### src/rtl/dsc_pkg.sv
// shared constants of the converter serial command port
package dsc_pkg;

  // frame layout, sent msb first
  localparam int FRAME_BITS = 24;
  localparam int WORD_BITS  = 16;
  localparam int ADDR_MSB   = 23;
  localparam int ADDR_LSB   = 16;

  // address byte commands
  localparam logic [7:0] CMD_IDLE     = 8'h00;
  localparam logic [7:0] CMD_CODE     = 8'h01;
  localparam logic [7:0] CMD_READ     = 8'h02;
  localparam logic [7:0] CMD_CONTROL  = 8'h55;
  localparam logic [7:0] CMD_RESET    = 8'h56;
  localparam logic [7:0] CMD_CONFIG   = 8'h57;
  localparam logic [7:0] CMD_GAIN     = 8'h58;
  localparam logic [7:0] CMD_OFFSET   = 8'h59;
  localparam logic [7:0] CMD_WD_KICK  = 8'h95;

  // read selector in data bits 5..0
  localparam int         RSEL_BITS    = 6;
  localparam logic [1:0] RSEL_STATUS  = 2'h0;
  localparam logic [1:0] RSEL_CODE    = 2'h1;
  localparam logic [1:0] RSEL_CONTROL = 2'h2;
  localparam logic [5:0] RSEL_CONFIG  = 6'h0B;
  localparam logic [5:0] RSEL_GAIN    = 6'h13;
  localparam logic [5:0] RSEL_OFFSET  = 6'h17;

  // register fields
  localparam logic [15:0] CONTROL_MASK = 16'h3FFF;
  localparam logic [15:0] CONFIG_MASK  = 16'h003F;
  localparam int          RANGE_LSB    = 0;
  localparam int          RANGE_BITS   = 3;
  localparam int          CHAIN_BIT    = 3;
  localparam int          RESET_BIT    = 0;

  // status flag positions
  localparam int ST_OVERTEMP = 0;
  localparam int ST_RAMP     = 1;
  localparam int ST_IFAULT   = 2;
  localparam int ST_WATCHDOG = 3;
  localparam int ST_FRAME    = 4;

  // reset values
  localparam logic [23:0] SHIFT_RESET = 24'h000000;
  localparam logic [15:0] REG_RESET   = 16'h0000;

  // serial clock limits against the 125 MHz system clock
  localparam int CLK_MHZ        = 125;
  localparam int SCLK_MAX_MHZ   = 30;
  localparam int SCLK_HALF_MIN  = (CLK_MHZ + 2 * SCLK_MAX_MHZ - 1) / (2 * SCLK_MAX_MHZ);
  localparam int SCLK_HALF_DFLT = 5;

  // controller wishbone map
  localparam logic [7:0] HOST_CONTROL = 8'h00;
  localparam logic [7:0] HOST_STATUS  = 8'h04;
  localparam logic [7:0] HOST_TX_BASE = 8'h10;
  localparam logic [7:0] HOST_RX_BASE = 8'h30;
  localparam int         HCTL_START   = 0;
  localparam int         HST_BUSY     = 0;
  localparam int         HST_DONE     = 1;

  // keep only the implemented code bits, low bits read as zero
  function automatic logic [15:0] code_fit(input logic [15:0] d, input int bits);
    logic [15:0] low;
    low = (16'h0001 << (16 - bits)) - 16'h0001;
    return d & ~low;
  endfunction : code_fit

endpackage : dsc_pkg

### src/rtl/dsc_link_if.sv
// four-wire serial link between controller and converter
`timescale 1ns/1ps
`default_nettype none
interface dsc_link_if;
  logic sclk;   // serial clock, made by the controller
  logic sdi;    // data into the converter
  logic latch;  // commit strobe, rising edge
  logic sdo;    // data out of the converter

  modport dev  (input sclk, input sdi, input latch, output sdo);
  modport host (output sclk, output sdi, output latch, input sdo);
endinterface : dsc_link_if
`default_nettype wire

### src/rtl/dsc_sync.sv
// two-flop synchroniser with edge pulses for slow link lines
`timescale 1ns/1ps
`default_nettype none
module dsc_sync #(
  parameter int WIDTH = 1
) (
  input  wire logic             clk_i,   // system clock
  input  wire logic             rst_i,   // sync reset, high
  input  wire logic             ce_i,    // clock enable
  input  wire logic [WIDTH-1:0] async_i, // lines from outside
  output logic      [WIDTH-1:0] level_o, // synchronised level
  output logic      [WIDTH-1:0] rise_o,  // one-cycle rise pulse
  output logic      [WIDTH-1:0] fall_o   // one-cycle fall pulse
);
  typedef struct packed {
    logic [WIDTH-1:0] meta;
    logic [WIDTH-1:0] stage;
    logic [WIDTH-1:0] last;
  } dsc_sync_state_t;

  dsc_sync_state_t r;
  dsc_sync_state_t next_r;

  // meta feeds stage only; edges are taken on stage and last
  always_comb begin
    next_r       = r;
    next_r.meta  = async_i;
    next_r.stage = r.meta;
    next_r.last  = r.stage;
  end

  always_ff @(posedge clk_i) begin
    if (rst_i) begin
      r <= '0;
    end else if (ce_i) begin
      r <= next_r;
    end
  end

  assign level_o = r.stage;
  assign rise_o  = r.stage & ~r.last;
  assign fall_o  = ~r.stage & r.last;
endmodule : dsc_sync
`default_nettype wire

### src/rtl/dsc_device.sv
// converter end of the serial command port: shift register, decode, registers
// Behaviour
// - frame is address byte then 16-bit word
// - sample sdi on each rising serial clock
// - shift always, commit on latch rising edge
// - host gives exactly 24 clocks per device
// - shift register clears at reset
// - decode nine address byte commands
// - read uses 0x02 with 6-bit selector
// - selector picks status, code, control, others
// - readback msb first on falling edges
// - host sends a further frame to read
// - clock continuous or burst, latch after
// - serial clock at most 30 MHz
// - chain enable passes shifted bits out
// - chain frame is N times 24 bits
// - chained read takes two frames
// - one latch commits all chained devices
// - gated clock burst exact, latch after
// - status is read-only fault flags
// - control register field layout
// - range change clears output code
// - configuration register field layout
// - narrow variant keeps bits 15..4 only
`timescale 1ns/1ps
`default_nettype none
module dsc_device #(
  parameter int CODE_BITS = 16
) (
  input  wire logic        clk_i,                   // system clock
  input  wire logic        rst_i,                   // sync reset, high
  input  wire logic        ce_i,                    // clock enable
  dsc_link_if.dev          link,                    // serial link
  input  wire logic        frame_check_error_i,     // status flag in
  input  wire logic        watchdog_timeout_flag_i, // status flag in
  input  wire logic        output_current_fault_i,  // status flag in
  input  wire logic        ramp_in_progress_i,      // status flag in
  input  wire logic        overtemp_flag_i,         // status flag in
  output logic      [15:0] output_code_o,           // output code register
  output logic      [15:0] output_control_o,        // control register
  output logic      [15:0] feature_configuration_o, // configuration register
  output logic      [15:0] gain_trim_o,             // gain trim register
  output logic      [15:0] offset_trim_o,           // offset trim register
  output logic             watchdog_restart_o       // pulse per restart command
);
  // synchronised line positions
  localparam int L_SDI   = 0;
  localparam int L_SCLK  = 1;
  localparam int L_LATCH = 2;

  typedef struct packed {
    logic [23:0] shift;
    logic        rb_active;
    logic        sdo;
    logic [15:0] code;
    logic [15:0] ctrl;
    logic [15:0] cfg;
    logic [15:0] gain;
    logic [15:0] offs;
    logic        wd_pulse;
  } dsc_dev_state_t;

  localparam dsc_dev_state_t DEV_RESET = '{
    shift:     dsc_pkg::SHIFT_RESET,
    rb_active: 1'b0,
    sdo:       1'b0,
    code:      dsc_pkg::REG_RESET,
    ctrl:      dsc_pkg::REG_RESET,
    cfg:       dsc_pkg::REG_RESET,
    gain:      dsc_pkg::REG_RESET,
    offs:      dsc_pkg::REG_RESET,
    wd_pulse:  1'b0
  };

  dsc_dev_state_t r;
  dsc_dev_state_t next_r;
  logic [2:0]     lvl;
  logic [2:0]     rise;
  logic [2:0]     fall;
  logic [7:0]     addr;
  logic [15:0]    word;
  logic [15:0]    status;
  logic [15:0]    rb_word;
  logic           chain_on;

  // all three link lines pass the same two flops, so sdi stays aligned to sclk
  dsc_sync #(
    .WIDTH (3)
  ) u_sync (
    .clk_i   (clk_i),
    .rst_i   (rst_i),
    .ce_i    (ce_i),
    .async_i ({link.latch, link.sclk, link.sdi}),
    .level_o (lvl),
    .rise_o  (rise),
    .fall_o  (fall)
  );

  // frame fields and chain bit
  assign addr     = r.shift[dsc_pkg::ADDR_MSB:dsc_pkg::ADDR_LSB];
  assign word     = r.shift[dsc_pkg::WORD_BITS-1:0];
  assign chain_on = r.ctrl[dsc_pkg::CHAIN_BIT];

  // read-only status word, unused bits zero
  always_comb begin
    status                        = '0;
    status[dsc_pkg::ST_FRAME]     = frame_check_error_i;
    status[dsc_pkg::ST_WATCHDOG]  = watchdog_timeout_flag_i;
    status[dsc_pkg::ST_IFAULT]    = output_current_fault_i;
    status[dsc_pkg::ST_RAMP]      = ramp_in_progress_i;
    status[dsc_pkg::ST_OVERTEMP]  = overtemp_flag_i;
  end

  // readback selection; unlisted selectors with low bits 11 return zero
  always_comb begin
    rb_word = '0;
    if (word[dsc_pkg::RSEL_BITS-1:0] == dsc_pkg::RSEL_CONFIG) begin
      rb_word = r.cfg;
    end else if (word[dsc_pkg::RSEL_BITS-1:0] == dsc_pkg::RSEL_GAIN) begin
      rb_word = r.gain;
    end else if (word[dsc_pkg::RSEL_BITS-1:0] == dsc_pkg::RSEL_OFFSET) begin
      rb_word = r.offs;
    end else if (word[1:0] == dsc_pkg::RSEL_STATUS) begin
      rb_word = status;
    end else if (word[1:0] == dsc_pkg::RSEL_CODE) begin
      rb_word = r.code;
    end else if (word[1:0] == dsc_pkg::RSEL_CONTROL) begin
      rb_word = r.ctrl;
    end
  end

  // shift, drive sdo and commit on the latch edge
  always_comb begin
    next_r          = r;
    next_r.wd_pulse = 1'b0;
    if (rise[L_LATCH]) begin
      // a readback lives for one frame only
      next_r.rb_active = 1'b0;
      case (addr)
        dsc_pkg::CMD_CODE: begin
          next_r.code = dsc_pkg::code_fit(word, CODE_BITS);
        end
        dsc_pkg::CMD_READ: begin
          // leading byte of zeros reads as an idle command further down a chain
          next_r.shift     = {8'h00, rb_word};
          next_r.rb_active = 1'b1;
          next_r.sdo       = 1'b0;
        end
        dsc_pkg::CMD_CONTROL: begin
          next_r.ctrl = word & dsc_pkg::CONTROL_MASK;
          if (word[dsc_pkg::RANGE_LSB +: dsc_pkg::RANGE_BITS]
              != r.ctrl[dsc_pkg::RANGE_LSB +: dsc_pkg::RANGE_BITS]) begin
            next_r.code = dsc_pkg::REG_RESET;
          end
        end
        dsc_pkg::CMD_RESET: begin
          if (word[dsc_pkg::RESET_BIT]) begin
            next_r = DEV_RESET;
          end
        end
        dsc_pkg::CMD_CONFIG: begin
          next_r.cfg = word & dsc_pkg::CONFIG_MASK;
        end
        dsc_pkg::CMD_GAIN: begin
          next_r.gain = dsc_pkg::code_fit(word, CODE_BITS);
        end
        dsc_pkg::CMD_OFFSET: begin
          next_r.offs = dsc_pkg::code_fit(word, CODE_BITS);
        end
        dsc_pkg::CMD_WD_KICK: begin
          next_r.wd_pulse = 1'b1;
        end
        default: begin
          // idle command and unknown bytes leave registers alone
          next_r.code = r.code;
        end
      endcase
      // last fall is lost to the commit, so present the chained msb here
      if (next_r.ctrl[dsc_pkg::CHAIN_BIT]) begin
        next_r.sdo = next_r.shift[dsc_pkg::FRAME_BITS-1];
      end
    end else begin
      // bits shift regardless of the latch level
      if (rise[L_SCLK]) begin
        next_r.shift = {r.shift[dsc_pkg::FRAME_BITS-2:0], lvl[L_SDI]};
      end
      // msb after each shift leaves on the next rising edge; present it now
      if (fall[L_SCLK]) begin
        next_r.sdo = (chain_on || r.rb_active) ?
                     r.shift[dsc_pkg::FRAME_BITS-1] : 1'b0;
      end
    end
  end

  // state register; soft reset shares the same reset image
  always_ff @(posedge clk_i) begin
    if (rst_i) begin
      r <= DEV_RESET;
    end else if (ce_i) begin
      r <= next_r;
    end
  end

  // outputs straight from state flops
  assign link.sdo                = r.sdo;
  assign output_code_o           = r.code;
  assign output_control_o        = r.ctrl;
  assign feature_configuration_o = r.cfg;
  assign gain_trim_o             = r.gain;
  assign offset_trim_o           = r.offs;
  assign watchdog_restart_o      = r.wd_pulse;
endmodule : dsc_device
`default_nettype wire

### src/flat_wrapper.sv
// flat-port wrapper written by rule: the top's interface ports become plain ports
module dsc_device_flat 
#(
  parameter int CODE_BITS = 16
)
  (clk_i, rst_i, ce_i, frame_check_error_i, watchdog_timeout_flag_i, output_current_fault_i, ramp_in_progress_i, overtemp_flag_i, output_code_o, output_control_o, feature_configuration_o, gain_trim_o, offset_trim_o, watchdog_restart_o, link_sclk, link_sdi, link_latch, link_sdo);
  dsc_link_if link_i ();
  input  wire logic clk_i;
  input  wire logic rst_i;
  input  wire logic ce_i;
  input  wire logic frame_check_error_i;
  input  wire logic watchdog_timeout_flag_i;
  input  wire logic output_current_fault_i;
  input  wire logic ramp_in_progress_i;
  input  wire logic overtemp_flag_i;
  output logic      [15:0] output_code_o;
  output logic      [15:0] output_control_o;
  output logic      [15:0] feature_configuration_o;
  output logic      [15:0] gain_trim_o;
  output logic      [15:0] offset_trim_o;
  output logic watchdog_restart_o;
  input wire logic [$bits(link_i.sclk)-1:0] link_sclk;
  input wire logic [$bits(link_i.sdi)-1:0] link_sdi;
  input wire logic [$bits(link_i.latch)-1:0] link_latch;
  output wire logic [$bits(link_i.sdo)-1:0] link_sdo;
  assign link_i.sclk = link_sclk;
  assign link_i.sdi = link_sdi;
  assign link_i.latch = link_latch;
  assign link_sdo = link_i.sdo;
  dsc_device #(.CODE_BITS(CODE_BITS)) u_core (.clk_i(clk_i), .rst_i(rst_i), .ce_i(ce_i), .link(link_i), .frame_check_error_i(frame_check_error_i), .watchdog_timeout_flag_i(watchdog_timeout_flag_i), .output_current_fault_i(output_current_fault_i), .ramp_in_progress_i(ramp_in_progress_i), .overtemp_flag_i(overtemp_flag_i), .output_code_o(output_code_o), .output_control_o(output_control_o), .feature_configuration_o(feature_configuration_o), .gain_trim_o(gain_trim_o), .offset_trim_o(offset_trim_o), .watchdog_restart_o(watchdog_restart_o));
endmodule
### config.mk
export PLATFORM = sky130hd
export DESIGN_NAME = dsc_device_flat
export DESIGN_NICKNAME = d
export VERILOG_FILES = /design/src/rtl/dsc_pkg.sv /design/src/rtl/dsc_link_if.sv /design/src/rtl/dsc_sync.sv /design/src/rtl/dsc_device.sv /design/src/flat_wrapper.sv
export SDC_FILE = /design/constraint.sdc
export NUM_CORES = 1
export LEC_CHECK = 0
export ABC_AREA = 1
export BUFFER_PORTS_ARGS = -buffer_cell sky130_fd_sc_hd__buf_2
export CAP_MARGIN = 10
export CELL_PAD_IN_SITES_DETAIL_PLACEMENT = 0
export CELL_PAD_IN_SITES_GLOBAL_PLACEMENT = 2
export CORE_MARGIN = 5
export CORE_UTILIZATION = 29
export CTS_CLUSTER_SIZE = 30
export DETAILED_ROUTE_END_ITERATION = 10
export GPL_ROUTABILITY_DRIVEN = 0
export PLACE_DENSITY_LB_ADDON = 0.05
export SLEW_MARGIN = 10
export SYNTH_ARGS = -nofsm -noshare
export SYNTH_HDL_FRONTEND = slang
export SYNTH_HIERARCHICAL = 1
export SYNTH_SLANG_ARGS = --single-unit
### constraint.sdc
create_clock -name clk_i -period 1.75 [get_ports clk_i]
set_input_delay 0.35 -clock clk_i [delete_from_list [all_inputs] [get_ports clk_i]]
set_output_delay 0.35 -clock clk_i [all_outputs]
set_load 0.05 [all_outputs]
# ---- Word-level counts from Yosys, hierarchy flattened
# Cells that the tools add are included.
dict set report word_totals {
  romBits 0
  regBits 116
  ram_bits 0
  latch_bits 0
  output_inout_bits 82
  n_memories 0
}
dict set report op_classes {
  reduce_logical 18
  n_mul 0
  n_mux 23
  bitwise_logic 4
  n_div 0
  order_cmp 0
  n_shift 0
  n_eq_ne 21
  addsub 0
}
# cell n
set ops {}
lappend ops {{two-way mux 16 bit} 8}
lappend ops {{one-hot mux 16 bit (2 select lines)} 4}
lappend ops {{two-way mux 107 bit} 1}
lappend ops {{one-hot mux 26 bit (2 select lines)} 1}
lappend ops {{two-way mux 24 bit} 2}
lappend ops {{one-hot mux 16 bit (3 select lines)} 1}
lappend ops {{equality test 8 x 7 -> 1 bit, second input constant} 5}
lappend ops {{AND reduction 4 bit} 6}
lappend ops {{equality test 6 x 5 -> 1 bit, second input constant} 2}
lappend ops {{nonzero test 2 bit} 5}
lappend ops {{equality test 8 x 1 -> 1 bit, second input constant} 1}
lappend ops {{equality test 8 x 2 -> 1 bit, second input constant} 1}
lappend ops {{equality test 8 bit, second input constant} 1}
lappend ops {{equality test 6 x 4 -> 1 bit, second input constant} 1}
lappend ops {{inequality test 3 bit, second input constant} 2}
lappend ops {{two-way mux 1 bit} 5}
lappend ops {{AND reduction 5 bit} 1}
lappend ops {{inequality test 2 x 1 -> 1 bit, second input constant} 2}
lappend ops {{inequality test 4 x 3 -> 1 bit, second input constant} 1}
lappend ops {{inequality test 4 bit, second input constant} 1}
lappend ops {{AND reduction 2 bit} 2}
lappend ops {{AND 3 bit} 1}
lappend ops {{inequality test 3 x 2 -> 1 bit, second input constant} 1}
lappend ops {{inequality test 3 bit} 1}
lappend ops {{other kinds (10)} 10}

# ---- Depth between registers and ports, before layout
# Gate-level depths: netlist of run 1.
dict set report depth {
  word_depth 10
  ltp_mapped 13
  depth_no_buf 12
}

# ---- By module
# Netlist of run 1, hierarchy kept.
# module cells_per_inst instances seq_area_each_um2 area_per_inst_um2
set by_module_without_submodules {}
lappend by_module_without_submodules {dsc_device 816 1 1901.8 5594.1}
lappend by_module_without_submodules {dsc_sync 69 1 180.2 495.5}

# ---- Worst setup path before layout of run 1
# No wires, ideal clock.
dict set report synth_path {
  kind {register to register}
  startpoint {register u_core.u_sync.r (netlist bit u_core/u_sync/level_o[2])}
  endpoint {register u_core/r[90] in the netlist's numbering}
  setup_slack_ps 109
  arrival_time_ps 1577
  stages_incl_launch_ff 11
  required_ps 1686
  path_buffers 2
  path_cell_list {dfxtp_1 > inv_1 > nor2_1 > clkbuf_1 > nand4_1 > nand2_2 > nor2_4 > inv_2 > buf_2 > nor2_1 > nor2_1}
}
dict set report synth_between {
  elab_chain_cells 3
  word_cells_on_any_way 6
}
# element line_no
set synth_lines {}
lappend synth_lines {{from (decl)} dsc_sync.sv:21} ;# dsc_sync_state_t r;
lappend synth_lines {{from (signal assigned)} dsc_sync.sv:36} ;# r <= next_r;
lappend synth_lines {{AND 3 bit *} dsc_sync.sv:41} ;# assign rise_o = r.stage & ~r.last;
lappend synth_lines {{named net u_core.rise[2]} dsc_device.sv:78} ;# logic [2:0] rise;
lappend synth_lines {{inequality test 3 bit (no source line), or another cell as far along} -}
lappend synth_lines {{AND reduction 4 bit (no source line)} -}
lappend synth_lines {{to (signal assigned)} dsc_device.sv:200} ;# r <= next_r;
lappend synth_lines {{to (decl)} dsc_device.sv:75} ;# dsc_dev_state_t r;
# The timed path passes the listed nets; every way through them passes the cells marked *.
# A chain may end at the register's enable or synchronous reset.

# ---- Final worst setup path of run 1
dict set report layout_path {
  startpoint {register u_core/r[83] in the netlist's numbering}
  endpoint {register u_core/r[86] in the netlist's numbering}
}
dict set report layout_between {
  elab_chain_cells 9
  word_cells_on_any_way 16
}
# element line_no
set layout_lines {}
lappend layout_lines {{equality test 2 bit} dsc_device.sv:127} ;# end else if (word[1:0] == dsc_pkg::RSEL_CONTROL) begin
lappend layout_lines {{two-way mux 16 bit} dsc_device.sv:127}
lappend layout_lines {{two-way mux 16 bit} dsc_device.sv:125} ;# end else if (word[1:0] == dsc_pkg::RSEL_CODE) begin
lappend layout_lines {{two-way mux 16 bit} dsc_device.sv:123} ;# end else if (word[1:0] == dsc_pkg::RSEL_STATUS) begin
lappend layout_lines {{two-way mux 16 bit} dsc_device.sv:121} ;# end else if (word[dsc_pkg::RSEL_BITS-1:0] == dsc_pkg::RSEL_OFFSET) begin
lappend layout_lines {{two-way mux 16 bit} dsc_device.sv:119} ;# end else if (word[dsc_pkg::RSEL_BITS-1:0] == dsc_pkg::RSEL_GAIN) begin
lappend layout_lines {{two-way mux 16 bit} dsc_device.sv:117} ;# if (word[dsc_pkg::RSEL_BITS-1:0] == dsc_pkg::RSEL_CONFIG) begin
lappend layout_lines {{one-hot mux 26 bit (2 select lines)} dsc_device.sv:139} ;# case (addr)
lappend layout_lines {{two-way mux 24 bit} dsc_device.sv:136} ;# if (rise[L_LATCH]) begin
# Parallel ways exist; a longest one is shown, timed or not.

==> results of run 1 <==
==> through the flow <==
| step | worst slack [ns] | TNS, ns | power (mW) | hold slack, ns |
|---|---|---|---|---|
| detailed placement | -0.1580 | -2.447 | 3.013 | 0.4629 |
| global route | -0.01171 | -0.05257 | 5.476 | 0.2882 |
| finish | 0.08203 | 0 | 5.249 | 0.2822 |
| CTS | 0.006672 | 0 | 5.310 | 0.2729 |
| global placement | -0.1904 | -2.372 | 3.013 | 0.4532 |
| floorplan | 0.1562 | 0 | 2.843 | 0.4477 |
==> power by group <==
| group | total, mW | internal (mW) | switching [mW] |
|---|---|---|---|
| Clock | 2.26 | 1.29 | 0.973 |
| Sequential | 2.45 | 2.39 | 0.0604 |
| Combinational | 0.541 | 0.178 | 0.363 |
==> flip-flops by register name, indices dropped and copies added, names as in the netlist <==
signal,count
u_core/feature_configuration_o,6
u_core/u_sync/next_r,3
u_core/output_control_o,14
u_core/link.sdo,1
u_core/output_code_o,16
u_core/r,17
u_core/u_sync/r,2
u_core/u_sync/level_o,3
u_core/gain_trim_o,16
u_core/watchdog_restart_o,1
u_core/offset_trim_o,16
u_core/addr,8
==> repair_timing <==
action	CTS	global route
gates cloned	0	3
buffers inserted	1	8
setup endpoints to repair	31	80
pin swaps	1	16
gates resized for setup	10	49
==> worst reg2reg max path: stages, from the launching register on <==
cell	delay (ns)
dfxtp_2	0.37
buf_4	0.18
clkinv_1	0.10
buf_4	0.18
nand3_1	0.14
o211ai_1	0.14
o21ai_0	0.22
a21oi_2	0.08
nor2_1	0.12
nor2_1	0.04
==> worst max path at each step <==
stage	from	to	slack [ns]	cells after the start
after global placement	u_core/r[84]	u_core/r[83]	-0.19	6
final	u_core/r[83]	u_core/r[86]	0.08	9
after CTS	u_core/addr[7]	u_core/r[84]	0.007	11
after global routing	u_core/addr[5]	u_core/r[94]	-0.01	11
after floorplan	u_core/u_sync/level_o[2]	u_core/r[90]	0.16	10
after detailed placement	u_core/r[84]	u_core/r[83]	-0.16	6
==> area by class of cell <==
cell class | count | area, µm²
clock buffer | 10 | 239.0
multi-input combinational | 592 | 2960
tap | 270 | 337.8
timing repair buffer | 148 | 1067
sequential | 103 | 2074
clock inverter | 5 | 81.33
fill | 2262 | 13250
inverter | 70 | 290.3
==> metal layers <==
layer  up-vias  wire [µm]  global-route usage [%]
met2       105       8530                   24.48
met4         0        134                   2.986
met3         8        801                   3.148
met5         -          0                       0
li1       2755          -                       -
met1      2496      10160                   24.07
==> impl_metrics.env, run 1 <==
export IMPL_grt_usage_pct=16.20
export IMPL_drt_iter0_markers=247
export IMPL_rsz0062_at_grt="yes"
export IMPL_netlist_area_um2=6015
export IMPL_finalHoldViolations=0
export IMPL_slowest_delay_ns=0.37
export IMPL_htree_num_levels=3
export IMPL_tightest_slew_ns=0.5674
export IMPL_r2r_slack_ns=0.08
export IMPL_drtPass1Iterations=5
export IMPL_p_per_area_nw_per_um2=744.5
export IMPL_syn_to_final_growth_pct=17.22
export IMPL_nets=935
export IMPL_clk_latency_ns=0.36
export IMPL_num_antenna_cells=0
export IMPL_grt_pass1_vias=5178
export IMPL_r2r_start="u_core/r[83]"
export IMPL_cts_buffers=9
export IMPL_core_area_um2=20300
export IMPL_place_inst=1172
export IMPL_antenna_found_initial=0
export IMPL_hold_buffers=0
export IMPL_drv_cap=0
export IMPL_drtAntennaViolNets=0
export IMPL_viasPerCell=4.477
export IMPL_ios=93
export IMPL_numPortBuffers=80
export IMPL_syn_area_per_cell_um2=6.897
export IMPL_synthCells=872
export IMPL_hold_path_class="input pin to flop"
export IMPL_fin_skew_ns=0.009914
export IMPL_holdPathEnd="u_core/u_sync/next_r[5]"
export IMPL_slew_violations=0
export IMPL_crit_arrival_ns=1.91
export IMPL_post_route_drc_count=0
export IMPL_path_class="flop to flop"
export IMPL_drive_gt1_share_pct=30.39
export IMPL_min_from="link_latch"
export IMPL_numClockSinks=103
export IMPL_final_common_cell="nand2_1"
export IMPL_ir_drop_mv=0.4413
export IMPL_overflow=0
export IMPL_yosysWarnings=6
export IMPL_stdcell_count=1198
export IMPL_crit_chain="buf_4, clkinv_1, buf_4, nand3_1, o211ai_1, o21ai_0, a21oi_2, nor2_1, nor2_1"
export IMPL_timing_final_crit_share_pct=95.31
export IMPL_slew_headroom_pct=62.13
export IMPL_wire_per_inst_um=16.38
export IMPL_period_minus_slack_ns=1.668
export IMPL_root_buffer="clkbuf_16"
export IMPL_die_area_um2=23720
export IMPL_cts_tree="yes"
export IMPL_dpl_hpwl_um=14150
export IMPL_clockBufferDepth=2
export IMPL_route_vias_total=5364
export IMPL_hold_depth=5
export IMPL_start_util_pct=29.63
export IMPL_crit_buf_inv=3
export IMPL_status="finished clean"
export IMPL_cts_clk_slew_worst_paths_ns=0.08
export IMPL_grt_max_degree=80
export IMPL_finalSetupViolCount=0
export IMPL_die_x_um=154.0
export IMPL_p_leak_nw=3.119
export IMPL_postPlaceCellArea_um2=6492
export IMPL_stdcell_area_um2=7051
export IMPL_wl_um=19630
export IMPL_crit_required_ns=2.00
export IMPL_crit_path_end_kind="flop"
export IMPL_grt_pass1_wl_um=30530
export IMPL_rr_endpoint="u_core/r[86]"
export IMPL_placementRows=52
export IMPL_crit_fanout=6
export IMPL_finalCoreUtilization_pct=34.73
export IMPL_critPathLaunchType="flop"
export IMPL_final_cell_mix="245 x nand2_1, 93 x dfxtp_1, 81 x buf_2"
export IMPL_fmax_mhz=599.5
export IMPL_worst_r2r_cell_count=9
export IMPL_critPathTopFamily="buffers and inverters"
export IMPL_fp_dieH_um=154.0
export IMPL_slowest_stage="dfxtp_2"
(Power assumes the default switching activity.)
==> inputs of run 2 (changes only) <==
Settings changed: CORE_UTILIZATION 29 to 28, SYNTH_HIERARCHICAL 1 to unset.
==> run 2 against run 1 <==
Sequential share of layout area increased by 0.26 points. Largest power group unchanged. Setup slack got worse by 0.0084 ns. Highest routed layer unchanged. Critical path depth unchanged. Non-clock buffer count increased by 4. Maximum frequency decreased by 0.50%.
==> impl_metrics.env, run 2 <==
export IMPL_finalHoldViolations=0
export IMPL_p_leak_nw=3.085
export IMPL_synth_edff_count=0
export IMPL_drv_cap=0
export IMPL_ios=93
export IMPL_root_buffer="clkbuf_16"
export IMPL_worst_r2r_cell_count=9
export IMPL_core_area_um2=20890
export IMPL_p_per_area_nw_per_um2=751.6
export IMPL_path_class="flop to flop"
export IMPL_async_flop_share_pct=0
export IMPL_stdcell_count=1213
export IMPL_p_seq_share_pct=46.7
export IMPL_drive_gt1_share_pct=28.04
export IMPL_drtAntennaViolNets=0
export IMPL_finalSetupTns_ns=0
export IMPL_regMostFlops="u_core.r"
export IMPL_crit_arrival_ns=1.94
export IMPL_cts_buffers=9
export IMPL_grt_pass1_vias=5175
export IMPL_htree_num_levels=3
export IMPL_netlist_area_um2=5888
export IMPL_ir_drop_mv=0.4197
export IMPL_post_route_drc_count=0
export IMPL_ys_top_cells_by_count="206 x nand2_1, 103 x dfxtp_1, 102 x nor2_1, 83 x buf_4, 74 x inv_1"
export IMPL_wl_um=19500
export IMPL_synth_ff_type="dfxtp_1"
export IMPL_rsz0062_at_grt="yes"
export IMPL_nets=944
export IMPL_die_x_um=155.0
export IMPL_clockBufferDepth=2
export IMPL_largest_reg_flops=17
export IMPL_die_area_um2=24030
export IMPL_critPathLaunchType="flop"
export IMPL_switching_share_pct=28.41
export IMPL_crit_required_ns=2.01
export IMPL_timing_final_crit_share_pct=95.79
export IMPL_num_antenna_cells=0
export IMPL_internal_power_mw=3.758
export IMPL_final_common_cell="nand2_1"
export IMPL_numPortBuffers=80
export IMPL_period_minus_slack_ns=1.676
export IMPL_antenna_found_initial=0
export IMPL_syn_to_final_growth_pct=18.61
export IMPL_combPwrFrac_pct=11.3
export IMPL_synth_largest_area_cell="dfxtp_1"
export IMPL_dpl_hpwl_um=14860
export IMPL_placementRows=53
export IMPL_grt_pass1_wl_um=30350
export IMPL_crit_fanout=20
export IMPL_fp_dieH_um=155.0
export IMPL_cts_clk_slew_worst_paths_ns=0.08
export IMPL_synthCells=877
export IMPL_numClockSinks=103
export IMPL_overflow=0
export IMPL_place_inst=1191
export IMPL_syn_area_per_cell_um2=6.714
export IMPL_postPlaceCellArea_um2=6472
export IMPL_switchingPower_mw=1.492
export IMPL_status="finished clean"
export IMPL_synth_most_common_cell="nand2_1"
export IMPL_wire_per_inst_um=16.07
export IMPL_clk_latency_ns=0.36
export IMPL_slew_violations=0
export IMPL_fmax_mhz=596.5
export IMPL_fillers=2364
export IMPL_fin_skew_ns=0.009767
export IMPL_viasPerCell=4.374
export IMPL_hold_path_class="input pin to flop"
export IMPL_ys_types=34
export IMPL_clockPowerShare_pct=42.0
export IMPL_stdcell_area_um2=6984
export IMPL_cts_tree="yes"
export IMPL_crit_path_end_kind="flop"
export IMPL_grt_usage_pct=16.27
export IMPL_yosysWarnings=0
export IMPL_grt_max_degree=46
export IMPL_drtPass1Iterations=5
export IMPL_netlist_top_cells_area="dfxtp_1 35%, nand2_1 13%, buf_4 11%, nor2_1 6.5%, a21oi_1 5.9%"
export IMPL_route_vias_total=5306
export IMPL_final_cell_mix="202 x nand2_1, 96 x dfxtp_1, 95 x nor2_1"
export IMPL_ys_seq_elements=103
export IMPL_finalSetupViolCount=0
export IMPL_tightest_slew_ns=0.5646
export IMPL_power_total_mw=5.249
export IMPL_drt_iter0_markers=249
export IMPL_seq_area_frac_synth_pct=35.02
export IMPL_slew_headroom_pct=62.36
export IMPL_hold_depth=3
export IMPL_synth_top_area_share_pct=35.02
export IMPL_start_util_pct=28.19
run 2: logic make-up after synthesis:
kind of cell	synth area share (%)
AOI/OAI and AO/OA	13.45
buffers and inverters	19.55
xor gates and xnor gates	0.2975
other	0.06369
DFF	35.02
and+or+nand+nor	31.62
run 2: metal layers:
metal	up-vias	global-route usage [%]	wire [µm]
met4	0	4.794	235
li1	2775	-	-
met2	101	26.22	8829
met3	14	2.253	758
met1	2416	22.69	9673
met5	-	0	0
run 2: cell type report:
class                      instances  area, µm²  area share [%]
multi-input combinational        576       2801           40.11
sequential                       103       2073           29.68
timing repair buffer             152       1109           15.87
tap                              275      344.1           4.927
inverter                          91      341.6           4.891
clock buffer                      10      239.0           3.422
clock inverter                     6      76.32           1.093
run 2: final timing paths:
| path | from | end | slack [ns] |
|---|---|---|---|
| setup reg to reg | u_core.r[83] | u_core.r[94] | 0.07 |
| setup / recovery | u_core.r[83] | u_core.r[94] | 0.07 |
| hold reg to reg | u_core.watchdog_restart_o | u_core.watchdog_restart_o | 0.47 |
| hold / removal | link_sclk | u_core.u_sync.next_r[4] | 0.21 |
run 2: power by group through the flow:
stage / combinational, mW / sequential [mW] / clock (mW)
after global routing: 0.656 / 2.46 / 2.36
after detailed placement: 0.584 / 2.50 / 0
after global placement: 0.586 / 2.50 / 0
final: 0.593 / 2.45 / 2.21
after floorplan: 0.397 / 2.48 / 0
after CTS: 0.589 / 2.45 / 2.29
run 2: repair_timing:
item | CTS | global route
endpoints found under the hold margin | 0 | 0
buffers inserted | 0 | 6
pin swaps | 1 | 13
endpoints found under the setup margin | 12 | 82
hold buffers | 0 | 0
gates resized for setup | 2 | 42
run 2: metrics by stage:
stage,setup slack [ns],hold WS [ns],util [%]
floorplan,0.1276,0.4340,-
global placement,-0.07017,0.4575,30.99
detailed placement,-0.07393,0.4562,30.99
CTS,-0.001989,0.1946,32.54
global route,-0.02127,0.2066,33.44
finish,0.07364,0.2053,33.44
run 2: critical path, stage by stage (launching register included):
cell and delay, ns:
dfxtp_2 0.34, buf_4 0.16, inv_1 0.24, nand4_1 0.20
inv_2 0.11, nor2_4 0.05, buf_12 0.14, buf_4 0.15
o21ai_1 0.12, nor2_1 0.06
